File: config.mk
export PLATFORM = sky130hd
export DESIGN_NAME = cmpc_top
export DESIGN_NICKNAME = d
export VERILOG_FILES = /design/src/design/cmpc_pkg.sv /design/src/design/cmpc_top.sv
export SDC_FILE = /design/constraint.sdc
export NUM_CORES = 1
export LEC_CHECK = 0
export CAP_MARGIN = 10
export CORE_MARGIN = 8
export CORE_UTILIZATION = 45
export CTS_CLUSTER_DIAMETER = 80
export DETAILED_ROUTE_END_ITERATION = 8
export DONT_BUFFER_PORTS = 1
export GPL_ROUTABILITY_DRIVEN = 1
export GPL_TIMING_DRIVEN = 0
export PLACE_DENSITY = 0.59
export SLEW_MARGIN = 20
export SYNTH_ARGS = -nofsm -noshare
export SYNTH_HDL_FRONTEND = slang
export SYNTH_SLANG_ARGS = --single-unit
File: constraint.sdc
create_clock -name pclk -period 1.73 [get_ports pclk]
set_input_delay 0.2595 -clock pclk [delete_from_list [all_inputs] [get_ports pclk]]
set_output_delay 0.2595 -clock pclk [all_outputs]
set_load 0.005 [all_outputs]
File: src/design/cmpc_pkg.sv
package cmpc_pkg;
    // register indices; byte address is four times the index
    localparam logic [2:0] CMPC_IDX_CTRL = 3'h0;
    localparam logic [2:0] CMPC_IDX_MUX = 3'h2;
    localparam logic [2:0] CMPC_IDX_DAC = 3'h5;
    localparam logic [2:0] CMPC_IDX_IRQC = 3'h6;
    localparam logic [2:0] CMPC_IDX_STAT = 3'h7;
    localparam int CMPC_ADDR_LSB = 2;
    localparam int CMPC_ADDR_W = 5;

    // reset values
    localparam logic [7:0] CMPC_RST_CTRL = 8'h00;
    localparam logic [7:0] CMPC_RST_MUX = 8'h00;
    localparam logic [7:0] CMPC_RST_DAC = 8'hff;
    localparam logic [7:0] CMPC_RST_IRQC = 8'h00;

    // comparator_control_a fields
    localparam int CMPC_CTRL_ENABLE = 0;
    localparam int CMPC_CTRL_HYS_LO = 1;
    localparam int CMPC_CTRL_PWR_LO = 3;
    localparam int CMPC_CTRL_OUTPUT_PAD_ENABLE = 6;
    localparam int CMPC_CTRL_STBY = 7;
    localparam logic [7:0] CMPC_CTRL_MASK = 8'hdf;

    // input_select_control fields
    localparam int CMPC_MUX_NEG_LO = 0;
    localparam int CMPC_MUX_POS_LO = 3;
    localparam int CMPC_MUX_INIT = 6;
    localparam int CMPC_MUX_INV = 7;

    // irq_control fields
    localparam int CMPC_IRQC_EN = 0;
    localparam int CMPC_IRQC_MODE_LO = 4;
    localparam logic [7:0] CMPC_IRQC_MASK = 8'h31;

    // comparator_status fields
    localparam int CMPC_STAT_FLAG = 0;
    localparam int CMPC_STAT_STATE = 4;

    // irq_edge_select encodings
    localparam logic [1:0] CMPC_EDGE_BOTH = 2'h0;
    localparam logic [1:0] CMPC_EDGE_FALL = 2'h2;
    localparam logic [1:0] CMPC_EDGE_RISE = 2'h3;

    // hysteresis_select and power profile codes
    localparam logic [1:0] CMPC_HYS_NONE = 2'h0;
    localparam logic [1:0] CMPC_HYS_LARGE = 2'h3;
    localparam logic [1:0] CMPC_PWR_FASTEST = 2'h0;

    // positive_input_select / negative_input_select codes
    localparam logic [2:0] CMPC_POS_PIN0 = 3'h0;
    localparam logic [2:0] CMPC_POS_PIN3 = 3'h3;
    localparam logic [2:0] CMPC_POS_PIN4 = 3'h4;
    localparam logic [2:0] CMPC_NEG_PIN0 = 3'h0;
    localparam logic [2:0] CMPC_NEG_PIN2 = 3'h2;
    localparam logic [2:0] CMPC_NEG_PIN3 = 3'h3;
    localparam logic [2:0] CMPC_NEG_THRESHOLD_CODE = 3'h4;

    // threshold divider denominator
    localparam int CMPC_DAC_STEPS = 256;

    typedef struct packed {
        logic [7:0] ctrl;
        logic [7:0] mux;
        logic [7:0] dac;
        logic [7:0] irqc;
        logic flag;
        logic sync1;
        logic sync2;
        logic state;
        logic prev;
        logic prev_valid;
        logic active;
        logic out_level;
        logic pad_oe;
        logic irq;
        logic pready;
        logic pslverr;
        logic [31:0] prdata;
    } cmpc_state_t;
endpackage : cmpc_pkg

File: src/design/cmpc_top.sv
`timescale 1ns/1ps
// Overview of operation
// - the selected comparator transition sets the interrupt flag in status
// - edge select chooses rising, falling or both comparator edges for the interrupt
// - interrupt request is forwarded only while the enable bit is one
// - the interrupt request stays high as long as the flag is set
// - idle sleep changes nothing: comparing, flagging and output continue
// - standby halts the comparator unless standby_run is one
// - in standby edges do not set the interrupt flag, but the clocked state bit in status still updates
// - power-down disables the comparator and its pin output
// - output_pad_enable (control bit 6) drives the comparator output onto the pin
// - two-bit power profile at bits 4:3, zero is fastest
// - two-bit hysteresis select at bits 2:1: none, small, medium, large
// - control bit 0 turns the comparator on, zero keeps it off
// - mux bit 7 inverts the result for pin, event and status state; interrupt edges use the uninverted result
// - until ready, the output holds initial_output_level from mux bit 6
// - positive select at bits 5:3, codes 0, 3, 4 pick pins, others reserved
// - negative select at bits 2:0, codes 0, 2, 3 pins, 4 threshold reference
// - eight-bit threshold code, reset 0xff, gives code/256 of the reference
// - raw result is one when positive input exceeds negative input
// - edge select codes: 0 both, 2 falling, 3 rising, 1 reserved
// - writing one to the flag bit clears it, zero has no effect
// - output_state reads the comparator output through a three-cycle synchronizer
module cmpc_top
    import cmpc_pkg::*;
(
    input wire logic pclk, // peripheral clock
    input wire logic presetn, // asynchronous reset, active low
    input wire logic psel, // apb select
    input wire logic penable, // apb access phase
    input wire logic pwrite, // apb direction
    input wire logic [CMPC_ADDR_W-1:0] paddr, // apb byte address
    input wire logic [31:0] pwdata, // apb write data
    input wire logic [3:0] pstrb, // apb byte strobes
    output logic pready, // apb ready
    output logic [31:0] prdata, // apb read data
    output logic pslverr, // apb error on unmapped address
    input wire logic sleep_idle, // system in idle sleep
    input wire logic sleep_standby, // system in standby sleep
    input wire logic sleep_powerdown, // system in power-down sleep
    input wire logic comp_result, // analog result, positive above negative
    input wire logic comp_ready, // analog core has settled after enable
    output logic comp_enable, // turns the analog core on
    output logic [1:0] power_profile, // analog current setting
    output logic [1:0] hysteresis_select, // analog hysteresis level
    output logic [2:0] positive_input_select, // positive mux code
    output logic [2:0] negative_input_select, // negative mux code
    output logic [7:0] threshold_dac_code, // internal divider code
    output logic cmp_event, // event output level
    output logic pad_out, // pin output value
    output logic pad_oe, // pin output enable
    output logic irq // interrupt request
);

    cmpc_state_t cur_ff;
    cmpc_state_t nxt_ff;

    // merge written bytes of lane 0 under a field mask
    function automatic logic [7:0] cmpc_wr(input logic [7:0] old, input logic [7:0] wd,
                                          input logic strb, input logic [7:0] mask);
        cmpc_wr = strb ? ((wd & mask) | (old & ~mask)) : old;
    endfunction : cmpc_wr

    logic [2:0] idx;
    logic idx_ok;
    logic setup;
    logic access_done;
    logic do_write;
    logic running;
    logic pre_now;
    logic pre_old;
    logic rise;
    logic fall;
    logic edge_hit;
    logic [1:0] mode;
    logic [7:0] stat_rd;

    always_comb begin
        nxt_ff = cur_ff;
        idx = paddr[CMPC_ADDR_LSB +: 3];
        idx_ok = (paddr[CMPC_ADDR_LSB-1:0] == 2'h0) &&
                 (idx == CMPC_IDX_CTRL || idx == CMPC_IDX_MUX || idx == CMPC_IDX_DAC ||
                  idx == CMPC_IDX_IRQC || idx == CMPC_IDX_STAT);
        setup = psel && !penable;
        access_done = psel && penable && cur_ff.pready;
        do_write = access_done && pwrite && idx_ok;

        // comparator runs when enabled and not halted by sleep
        running = cur_ff.ctrl[CMPC_CTRL_ENABLE] && !sleep_powerdown &&
                  !(sleep_standby && !cur_ff.ctrl[CMPC_CTRL_STBY]);
        nxt_ff.active = running;

        // synchronizer chain; the third stage is the visible state
        nxt_ff.sync1 = comp_result;
        nxt_ff.sync2 = cur_ff.sync1;
        if (running && comp_ready) begin
            nxt_ff.state = cur_ff.sync2 ^ cur_ff.mux[CMPC_MUX_INV];
        end else begin
            nxt_ff.state = cur_ff.mux[CMPC_MUX_INIT];
        end
        nxt_ff.out_level = running ? nxt_ff.state : 1'b0;
        nxt_ff.pad_oe = running && cur_ff.ctrl[CMPC_CTRL_OUTPUT_PAD_ENABLE];

        // edges judged on the uninverted comparison
        pre_now = cur_ff.state ^ cur_ff.mux[CMPC_MUX_INV];
        pre_old = cur_ff.prev;
        nxt_ff.prev = pre_now;
        nxt_ff.prev_valid = running && comp_ready;
        rise = pre_now && !pre_old;
        fall = !pre_now && pre_old;
        mode = cur_ff.irqc[CMPC_IRQC_MODE_LO +: 2];
        unique case (mode)
            CMPC_EDGE_BOTH: edge_hit = rise || fall;
            CMPC_EDGE_FALL: edge_hit = fall;
            CMPC_EDGE_RISE: edge_hit = rise;
            default: edge_hit = 1'b0;
        endcase
        edge_hit = edge_hit && cur_ff.prev_valid && running && !sleep_standby;

        // apb answer one cycle after setup
        nxt_ff.pready = setup;
        if (setup) begin
            nxt_ff.pslverr = !idx_ok;
            nxt_ff.prdata = 32'h0;
            stat_rd = 8'h00;
            stat_rd[CMPC_STAT_STATE] = cur_ff.state;
            stat_rd[CMPC_STAT_FLAG] = cur_ff.flag;
            if (!pwrite) begin
                unique case (idx)
                    CMPC_IDX_CTRL: nxt_ff.prdata[7:0] = cur_ff.ctrl;
                    CMPC_IDX_MUX: nxt_ff.prdata[7:0] = cur_ff.mux;
                    CMPC_IDX_DAC: nxt_ff.prdata[7:0] = cur_ff.dac;
                    CMPC_IDX_IRQC: nxt_ff.prdata[7:0] = cur_ff.irqc;
                    CMPC_IDX_STAT: nxt_ff.prdata[7:0] = stat_rd;
                    default: nxt_ff.prdata = 32'h0;
                endcase
            end
        end else begin
            stat_rd = 8'h00;
            if (access_done) begin
                nxt_ff.pslverr = 1'b0;
                nxt_ff.prdata = 32'h0;
            end
        end

        if (do_write) begin
            unique case (idx)
                CMPC_IDX_CTRL: nxt_ff.ctrl = cmpc_wr(cur_ff.ctrl, pwdata[7:0], pstrb[0],
                                                     CMPC_CTRL_MASK);
                CMPC_IDX_MUX: nxt_ff.mux = cmpc_wr(cur_ff.mux, pwdata[7:0], pstrb[0],
                                                   8'hff);
                CMPC_IDX_DAC: nxt_ff.dac = cmpc_wr(cur_ff.dac, pwdata[7:0], pstrb[0],
                                                   8'hff);
                CMPC_IDX_IRQC: nxt_ff.irqc = cmpc_wr(cur_ff.irqc, pwdata[7:0], pstrb[0],
                                                     CMPC_IRQC_MASK);
                CMPC_IDX_STAT: begin
                    if (pstrb[0] && pwdata[CMPC_STAT_FLAG]) begin
                        nxt_ff.flag = 1'b0;
                    end
                end
                default: nxt_ff.flag = cur_ff.flag;
            endcase
        end

        // a new edge beats a clear in the same cycle
        if (edge_hit) begin
            nxt_ff.flag = 1'b1;
        end
        nxt_ff.irq = nxt_ff.flag && nxt_ff.irqc[CMPC_IRQC_EN];
    end

    always_ff @(posedge pclk or negedge presetn) begin
        if (!presetn) begin
            cur_ff <= '{ctrl: CMPC_RST_CTRL, mux: CMPC_RST_MUX, dac: CMPC_RST_DAC,
                        irqc: CMPC_RST_IRQC, prdata: 32'h0, default: 1'b0};
        end else begin
            cur_ff <= nxt_ff;
        end
    end

    assign pready = cur_ff.pready;
    assign prdata = cur_ff.prdata;
    assign pslverr = cur_ff.pslverr;
    assign comp_enable = cur_ff.active;
    assign power_profile = cur_ff.ctrl[CMPC_CTRL_PWR_LO +: 2];
    assign hysteresis_select = cur_ff.ctrl[CMPC_CTRL_HYS_LO +: 2];
    assign positive_input_select = cur_ff.mux[CMPC_MUX_POS_LO +: 3];
    assign negative_input_select = cur_ff.mux[CMPC_MUX_NEG_LO +: 3];
    assign threshold_dac_code = cur_ff.dac;
    assign cmp_event = cur_ff.out_level;
    assign pad_out = cur_ff.out_level;
    assign pad_oe = cur_ff.pad_oe;
    assign irq = cur_ff.irq;

endmodule : cmpc_top

==> key figures, run 1 <==
Outcome
  – Status: completed

Clock tree
  – Root Buffer: clkbuf_8
  – Worst-Skew Late Latency: between 0.2 and 0.3 ns
  – # clock sinks: 46
  – CTS tree: yes
  – H-Tree Depth: 2
  – Maximum clock insertion buffer count: 2
  – Clk pin slew, worst setup/hold paths: 0.08 ns
  – Num CTS Buffers: 5

Timing
  – Max Fclk: between 600 and 700 MHz
  – Setup-failing EPs final: 0
  – Final min period: 1.58 ns
  – Period utilisation layout: 0.915
  – Fin. max-slew vios: 0
  – Worst hold margin: around 0.055 ns
  – Hold Vio Cnt, Final: 0
  – Worst slew pin tran: 0.726 ns
  – Post-route worst setup slack: 0.147 ns
  – Unrepaired setup endpoints after global routing: no
  – Setup TNS: 0 ns
  – Clk_skew: 0.00352 ns
  – Slew HR: 0.515

Power
  – Cell Pwr Density: 674 mW/mm^2
  – VDD IR max: 485 uV
  – Leak pwr: 1.45 nW
  – Power, Total: 1.91 mW

Final layout
  – Inserted Diodes: 0
  – Final design instance area without fill: 0.00283 sq mm
  – Commonest non-fill, non-tap cell in the layout: buf_4
  – Nets@finish: 304
  – Proportion of layout cells with a drive suffix above 1: 0.440
  – Layout Area Growth over Synthesis: 13.0%
  – Commonest cells after routing, fill and taps aside: buf_4, dfrtp_1, mux2_2

Global route
  – Tot GR Track Use: 0.124
  – GR Layer Usage met2: 0.194
  – First-pass GRT wire length: approximately 8100 microns
  – GRT overflow: 0
  – Routing usage on met3: 0.0607
  – Antenna violations before repair: 0
  – GRT met1 Usage: 0.145
  – Vias in the first global route: 1517
  – Most crowded layer after global routing: met2
  – Largest net degree at the start of global routing: 47

Drt
  – Drt total wl: 5140 microns
  – Pre-antenna DRT Iters: 4
  – Iter 0 DRT Violations: 71
  – Drt via density: 4.73
  – Routed length per instance: 15.9 microns
  – Final ANT Viol Nets: 0
  – Vias: 1531
  – Post-route DRC violation count: 0

Logic synthesis
  – Yosys warnings: 0
  – Post-synth EDFFs: 0
  – Synthesized flop and latch total: 46
  – Seq/Total Area, Yosys: 0.463
  – Post-Synthesis Cell Area: about 0.0025 sq mm
  – Async SR Flop Fraction: 1.00
  – Synth Instances: 217
  – Synth Flop Type: dfrtp_1
  – Count of cell types in the netlist: 40
  – Mean Syn Cell Area: 11.5 sq um

Worst setup path
  – FF-to-FF Start: pready
  – Endpoint type of the worst setup path: flip-flop
  – Internal reg-to-reg setup slack: 0.15 ns
  – CP Class: reg -> reg
  – Critical Path RT: 1.91 ns
  – Worst Setup SP: pready
  – CP startpoint kind: flip-flop
  – Critical path arrival: 1.76 ns
  – Worst setup path endpoint: hysteresis_select[0]
  – CP max FO: 7
  – Reg-to-reg endpoint: hysteresis_select[0]
  – Worst-case reg-to-reg path depth: 5

Hold path
  – Hold Path Class: in -> reg

Placed design
  – Hpwl dp: 3910 microns
  – Place WS: -0.183 ns
  – Port-buffer cells: 0
  – Dpl cell area: 0.00268 sq mm
  – Final GP Congestion: 0.739

Die
  – CORE AREA: 0.00544 sq mm
  – I/O pin total: 108
  – Die W: 90.6 microns
  – Initial Util: 0.461
  – Die ar.: 0.00821 sq mm
  – Die Ht: 90.6 microns
  – Placement row count: 27

Job
  – Max Cap Viol: 0
[worst max-delay path, cell delays in order (launching register included)]
cell and delay (ns):
dfrtp_1 0.44, nand2_1 0.09, nor2_2 0.15, and4b_1 0.21, buf_2 0.22, mux2_2 0.36
[routing by layer]
metal  share of wire  vias up
met4           0.011        0
li1                -      751
met3           0.099        6
met1            0.43      726
met5               0        -
met2            0.46       48
[state kept, by name (all words and copies together), names as in the netlist]
name                   count
cmp_event                  1
comp_enable                1
cur_ff                    13
hysteresis_select          2
irq                        1
negative_input_select      3
pad_oe                     1
positive_input_select      3
power_profile              2
prdata                     8
pre_old                    1
pready                     1
pslverr                    1
threshold_dac_code         8
[what timing repair did]
item,CTS,global route
buffers inserted,1,0
setup endpoints to repair,8,4
hold buffers,3,0
gates resized for setup,0,2
endpoints found under the hold margin,47,0
pin swaps,1,0
[Yosys cell counts (2+ instances only)]
library cell,count,share of area
nor2_1,3,0.0045
nand3_1,6,0.012
inv_1,5,0.0075
nand4_1,3,0.0075
o21ai_0,8,0.016
and2_1,2,0.0050
xnor2_1,2,0.0070
a21oi_1,2,0.0040
nand2_1,11,0.016
dfstp_2,8,0.084
buf_2,5,0.010
ha_1,2,0.010
nor3b_1,2,0.0060
dfrtp_1,38,0.38
a22o_1,8,0.028
mux2i_1,7,0.028
mux2_2,28,0.13
buf_4,52,0.16
nor2b_1,4,0.010
[worst min-delay path by stage]
| stage | startpoint | endpoint | slack, ns | cells after the start |
|---|---|---|---|---|
| floorplan | presetn | cmp_event | -0.04 | 0 |
| finish | penable | pready | 0.06 | 1 |
| global route | penable | pready | 0.05 | 1 |
| detailed placement | presetn | cur_ff[42] | -0.03 | 0 |
| CTS | penable | pready | 0.05 | 1 |
| global placement | presetn | comp_enable | -0.03 | 0 |
[power by group]
| group | internal [mW] | switching, mW | leakage [nW] |
|---|---|---|---|
| sequential | 1.09 | 0.0115 | 0.605 |
| clock | 0.286 | 0.346 | 0.0385 |
| combinational | 0.0854 | 0.0887 | 0.808 |
[final cells by class]
cell class	instances	area, sq um
fillers	507	2610
flip-flops and latches	46	1160
multi-input cells	132	1010
plain buffers	57	415
well taps	72	90.1
clock buffers	7	76.3
repair buffers	4	55.1
inverters	5	18.8
clock inverters	1	7.51
[per-stage QoR]
step           cells  utilization
4_1_cts          324        0.519
6_report         324        0.521
3_3_place_gp     312        0.493
3_5_place_dp     312        0.493
5_1_grt          324        0.521
2_1_floorplan    240            -
[cell families after synthesis]
logic type	after synthesis	synth area share
and+or+nand+nor	42	0.110
xor gates and xnor gates	2	0.00699
other	1	0.00150
AOI/OAI and AO/OA	27	0.0814
adders and majority gates	2	0.00998
DFF	46	0.463
buffers and inverters	62	0.173
muxes	35	0.154
Power figures use the tool's default switching activity.
==> run 2, diff against run 1 <==
--- a/config.mk
+++ b/config.mk
@@ -14,6 +14,8 @@
 export GPL_ROUTABILITY_DRIVEN = 1
 export GPL_TIMING_DRIVEN = 0
 export PLACE_DENSITY = 0.59
+export RECOVER_POWER = 100
+export SKIP_LAST_GASP = 1
 export SLEW_MARGIN = 20
 export SYNTH_ARGS = -nofsm -noshare
 export SYNTH_HDL_FRONTEND = slang
==> run 2 against run 1 <==
  * Cell area is 1.2% lower
  * Register-to-register slack got worse by 0.02 ns
  * Routed wire length is 0.74% lower
  * Sequential power barely moved
  * Power decreased by 0.82%
  * Flip-flop and latch count unchanged
  * Critical path depth unchanged
  * Clock power decreased by 0.8%
  * Hold slack better by 0.0030 ns
  * Non-clock buffer count did not move
  * Critical path type unchanged
  * Largest cell class unchanged
  * Highest routed layer unchanged
==> key figures, run 2 (synthesis gave the netlist of run 1 again) <==
Outcome
  – Status: completed

Job
  – Max Cap Viol: 0 (unchanged)

Timing
  – Fin. max-slew vios: 0 (unchanged)
  – Unrepaired setup endpoints after global routing: no
  – Hold Vio Cnt, Final: 0 (unchanged)
  – Setup TNS: 0 ns (unchanged)
  – Slew HR: 0.249 (-0.266)
  – Max Fclk: 624 MHz (-1.3%)
  – Worst slew pin tran: 1.13 ns (+0.401 ns)
  – Setup-failing EPs final: 0 (unchanged)
  – Clk_skew: 0.00349 ns (-0.0000218 ns)
  – Period utilisation layout: 0.927 (+0.0117)
  – Final min period: 1.60 ns (+0.0203 ns)

Clock tree
  – # clock sinks: 46 (unchanged)
  – Num CTS Buffers: 5 (unchanged)
  – Clk pin slew, worst setup/hold paths: 0.08 ns (about the same)
  – H-Tree Depth: 2 (unchanged)
  – CTS tree: yes
  – Maximum clock insertion buffer count: 2 (unchanged)
  – Worst-Skew Late Latency: 0.29 ns (about the same)
  – Root Buffer: clkbuf_8

Final layout
  – Final design instance area without fill: 0.00280 sq mm (-1.2%)
  – Proportion of layout cells with a drive suffix above 1: 0.401 (-0.0397)
  – Inserted Diodes: 0 (unchanged)
  – Layout Area Growth over Synthesis: 11.6%
  – Commonest non-fill, non-tap cell in the layout: dfrtp_1
  – Largest register FFs: 13 (unchanged)
  – Non-Filler Instances: 324 (unchanged)
  – Commonest cells after routing, fill and taps aside: dfrtp_1, buf_4, mux2_2
  – Final design utilization: 0.514 (-0.00644)
  – Biggest register: cur_ff
  – Nets@finish: 304 (unchanged)

Placed design
  – Placed Cells incl. Taps: 312 (unchanged)
  – Dpl cell area: 0.00268 sq mm (unchanged)
  – Hpwl dp: 3910 microns (unchanged)
  – Port-buffer cells: 0 (unchanged)
  – Final GP Congestion: 0.739 (unchanged)

Die
  – Initial Util: 0.461 (unchanged)
  – Die ar.: 0.00821 sq mm (unchanged)
  – Die W: 90.6 microns (unchanged)
  – CORE AREA: 0.00544 sq mm (unchanged)
  – Placement row count: 27 (unchanged)
  – I/O pin total: 108 (unchanged)
  – Die Ht: 90.6 microns (unchanged)

Worst setup path
  – Endpoint type of the worst setup path: flip-flop
  – Critical Path RT: 1.91 ns (about the same)
  – Worst path slowest cell: dfrtp_1
  – Crit-path cells: nand2_1 > nor2_2 > and4b_1 > clkbuf_2 > mux2_2
  – CP startpoint kind: flip-flop
  – CP Class: reg -> reg
  – Worst-case reg-to-reg path depth: 5 (unchanged)
  – Peak per-stage delay on the critical path: 0.44 ns (about the same)
  – Critical path arrival: 1.78 ns (+0.02 ns)
  – CP max FO: 7 (unchanged)

Power
  – VDD IR max: 481 uV (-0.86%)
  – Cell Pwr Density: 677 mW/mm^2 (+0.43%)
  – Leak pwr: 1.42 nW (-2.0%)
  – Power, Total: 1.89 mW (-0.82%)

Global route
  – GRT overflow: 0 (unchanged)
  – Vias in the first global route: 1517 (unchanged)
  – Antenna violations before repair: 0 (unchanged)
  – First-pass GRT wire length: 8070 microns (unchanged)
  – Tot GR Track Use: 0.124 (unchanged)
  – Largest net degree at the start of global routing: 47 (unchanged)

Drt
  – Post-route DRC violation count: 0 (unchanged)
  – Met3 routed wirelength: 497 microns (-2.2%)
  – Drt via density: 4.68 (-0.98%)
  – Metal1 wirelength: 2140 microns (-2.2%)
  – Routed length per instance: 15.7 microns (-0.74%)
  – Final ANT Viol Nets: 0 (unchanged)
  – Pre-antenna DRT Iters: 4 (unchanged)
  – Iter 0 DRT Violations: 61 (-14%)
  – Vias: 1516 (-0.98%)
  – Met2 wire length: 2420 microns (+1.3%)
  – Drt total wl: 5100 microns (-0.74%)
  – Uppermost layer routed: met4

Hold path
  – Hold Path Stages: 1 (unchanged)
  – Hold Path Class: in -> reg
## run 2: cell types whose count changed in the layout (fill, tap and decap cells not counted), moves of 2 or more
cell and change:
buf_4 -21, clkbuf_4 +17, dfstp_1 +8, dfstp_2 -8, clkbuf_2 +4, and2_0 +2
and2_1 -2, clkbuf_1 +2
## run 2: final timing paths
kind	from	to	slack, ns
max	pready	hysteresis_select[0]	0.13
min	penable	pready	0.06
max reg2reg	pready	hysteresis_select[0]	0.13
min reg2reg	cur_ff[42]	cur_ff[41]	0.36
max in group asynchronous	presetn	pready	0.32
min in group asynchronous	presetn	cur_ff[42]	0.71
## run 2: critical path, delay by kind of cell (launching register included)
kind,cells,cell delay [ns]
muxes,1,0.36
and+or+nand+nor,3,0.45
buffers and inverters,1,0.24
DFF,1,0.44
## run 2: cell type report
| cell class | instances | area (sq um) |
|---|---|---|
| Buffer | 57 | 405 |
| Tap cell | 72 | 90.1 |
| Inverter | 5 | 18.8 |
| Fill cell | 512 | 2640 |
| Multi-Input combinational cell | 132 | 1010 |
| Sequential cell | 46 | 1160 |
| Clock buffer | 7 | 76.3 |
| Clock inverter | 1 | 7.51 |
| Timing Repair Buffer | 4 | 30.0 |
## run 2: layer usage
metal | GRT usage | vias to the layer above
met2 | 0.194 | 48
met5 | 0 | -
met4 | 0.0374 | 0
met1 | 0.145 | 713
li1 | - | 750
met3 | 0.0607 | 5
## run 2: stage by stage
stage	worst slack [ns]	hold slack, ns
after detailed placement	-0.183	-0.0344
after global placement	-0.171	-0.0344
after global routing	0.0344	0.0533
after floorplan	0.104	-0.0361
final	0.127	0.0581
after CTS	0.0872	0.0452
## run 2: repair_timing
action | CTS | global route
hold endpoints to repair | 47 | 0
setup buffers | 1 | 0
pin swaps | 1 | 0
setup endpoints to repair | 8 | 4
resized for setup | 0 | 2
hold buffers | 3 | 0
## run 2: where the power goes
part / internal (mW) / switching (mW) / leakage [nW]
sequential: 1.09 / 0.0114 / 0.607
clock: 0.286 / 0.341 / 0.0385
combinational: 0.0783 / 0.0875 / 0.777
==> run 3, diff against run 2 <==
--- a/config.mk
+++ b/config.mk
@@ -12,7 +12,6 @@
 export DETAILED_ROUTE_END_ITERATION = 8
 export DONT_BUFFER_PORTS = 1
 export GPL_ROUTABILITY_DRIVEN = 1
-export GPL_TIMING_DRIVEN = 0
 export PLACE_DENSITY = 0.59
 export RECOVER_POWER = 100
 export SKIP_LAST_GASP = 1
==> run 3 against run 2 <==
  * Combinational power down 39%
  * First-iteration DRC count fell by 18%
  * Non-clock buffer count decreased by 50
  * Critical endpoint unchanged
==> key figures, run 3 (synthesis gave the netlist of run 1 again) <==
Power
  – Cell Pwr Density: 759 mW/mm^2 (+12%)
  – Power, Total: 1.83 mW (-3.4%)
  – Leak pwr: 1.15 nW (-19%)
  – VDD IR max: 350 uV (-27%)

Timing
  – Worst slew pin tran: 1.11 ns (-0.0168 ns)
  – Setup TNS: 0 ns (unchanged)
  – Fin. max-slew vios: 0 (unchanged)
  – Setup-failing EPs final: 0 (unchanged)
  – Clk_skew: 0.00684 ns (+0.00334 ns)
  – Period utilisation layout: 0.896 (-0.0309)
  – Max Fclk: 645 MHz (+3.5%)
  – Unrepaired setup endpoints after global routing: no
  – Hold Vio Cnt, Final: 0 (unchanged)
  – Slew HR: 0.260 (+0.0112)
  – Final min period: 1.55 ns (-0.0535 ns)

Die
  – Die Ht: 90.6 microns (unchanged)
  – Die W: 90.6 microns (unchanged)
  – Die ar.: 0.00821 sq mm (unchanged)
  – I/O pin total: 108 (unchanged)
  – CORE AREA: 0.00544 sq mm (unchanged)
  – Initial Util: 0.461 (unchanged)
  – Placement row count: 27 (unchanged)

Worst setup path
  – Critical Path RT: 1.91 ns (about the same)
  – CP Class: reg -> reg
  – Critical path arrival: 1.73 ns (-0.05 ns)
  – Endpoint type of the worst setup path: flip-flop
  – CP startpoint kind: flip-flop
  – CP max FO: 7 (unchanged)

Final layout
  – Filler instances: 524 (+2.3%)
  – Proportion of layout cells with a drive suffix above 1: 0.223 (-0.178)
  – Commonest non-fill, non-tap cell in the layout: dfrtp_1
  – Inserted Diodes: 0 (unchanged)
  – Layout Area Growth over Synthesis: -3.89%
  – Commonest cells after routing, fill and taps aside: dfrtp_1, mux2_2, conb_1
  – Nets@finish: 254 (-16%)
  – Biggest register: cur_ff
  – Largest register FFs: 13 (unchanged)

Global route
  – Largest net degree at the start of global routing: 47 (unchanged)
  – Antenna violations before repair: 0 (unchanged)
  – Vias in the first global route: 1509 (-0.53%)
  – GRT overflow: 0 (unchanged)
  – Tot GR Track Use: 0.128 (+0.00390)
  – First-pass GRT wire length: 8300 microns (+2.8%)

Clock tree
  – Root Buffer: clkbuf_8
  – Postcts setup bufs: 0 (-1)
  – Worst-Skew Late Latency: 0.29 ns (about the same)
  – CTS tree: yes
  – Hold buffers post-CTS: 3 (unchanged)
  – Num CTS Buffers: 5 (unchanged)
  – # clock sinks: 46 (unchanged)
  – H-Tree Depth: 2 (unchanged)
  – Maximum clock insertion buffer count: 2 (unchanged)
  – Post-cts sizing count: 0 (unchanged)
  – Clk pin slew, worst setup/hold paths: 0.08 ns (about the same)

Placed design
  – Final GP Congestion: 0.750 (+1.4%)
  – Port-buffer cells: 0 (unchanged)
  – Hpwl dp: 3960 microns (+1.3%)

Drt
  – Drt total wl: 5190 microns (+1.7%)
  – Post-route DRC violation count: 0 (unchanged)
  – Drt via density: 5.14 (+9.9%)
  – Routed length per instance: 18.9 microns (+20%)
  – Pre-antenna DRT Iters: 4 (unchanged)
  – Vias: 1409 (-7.1%)
  – Iter 0 DRT Violations: 50 (-18%)
  – Final ANT Viol Nets: 0 (unchanged)

Hold path
  – Hold Path Class: in -> reg

Outcome
  – Status: completed

Job
  – Max Cap Viol: 0 (unchanged)
[run 3: cell types whose count changed in the layout (fill, tap and decap cells not counted), sizes merged]
cell / delta
clkbuf: -14
buf: -35
clkinvlp: -1
[run 3: power breakdown]
group	leakage (nW)	total [mW]	internal, mW	switching (mW)
clock	0.0395	0.626	0.287	0.339
combinational	0.506	0.101	0.0370	0.0644
sequential	0.607	1.10	1.09	0.0119
total	1.15	1.83	1.41	0.415
[run 3: per-stage QoR]
step	hold WS, ns	cells	cell area (sq um)	utilization	worst slack (ns)
CTS	0.0419	274	2450	0.451	0.202
detailed placement	-0.0344	263	2330	0.428	0.0745
global placement	-0.0346	263	2330	0.428	0.0944
global route	0.0499	274	2410	0.443	0.0544
finish	0.0509	274	2410	0.443	0.180
floorplan	-0.0361	240	2590	-	0.104
[run 3: metal layers]
metal  wire, microns  GRT usage  vias up
met2            2460      0.199       55
li1                -          -      651
met3             577     0.0690        5
met1            2080      0.140      698
met4              69     0.0569        0
met5               0          0        -
[run 3: cell type report]
type,count,area [sq um],area share
flip-flops and latches,46,1160,0.482
multi-input cells,132,997,0.414
well taps,72,90.1,0.0374
clock buffers,8,80.1,0.0332
repair buffers,11,61.3,0.0255
inverters,5,18.8,0.00779
[run 3: critical path, cell delays in order (launching register included)]
cell	delay (ns)
dfrtp_1	0.36
nand2_1	0.05
nor2_1	0.20
and4b_1	0.22
clkbuf_2	0.23
mux2_2	0.36
[run 3: path summary, 6_finish.rpt]
kind                             from                        to  slack (ns)  cells past startpoint
hold / removal                penable                    pready        0.05                      1
hold reg to reg            cur_ff[42]                cur_ff[41]        0.36                      0
setup / recovery               pready      hysteresis_select[0]        0.18                      5
min in group asynchronous     presetn                cur_ff[43]        0.73                      2
max in group asynchronous     presetn  negative_input_select[1]        0.32                      2
setup reg to reg               pready      hysteresis_select[0]        0.18                      5
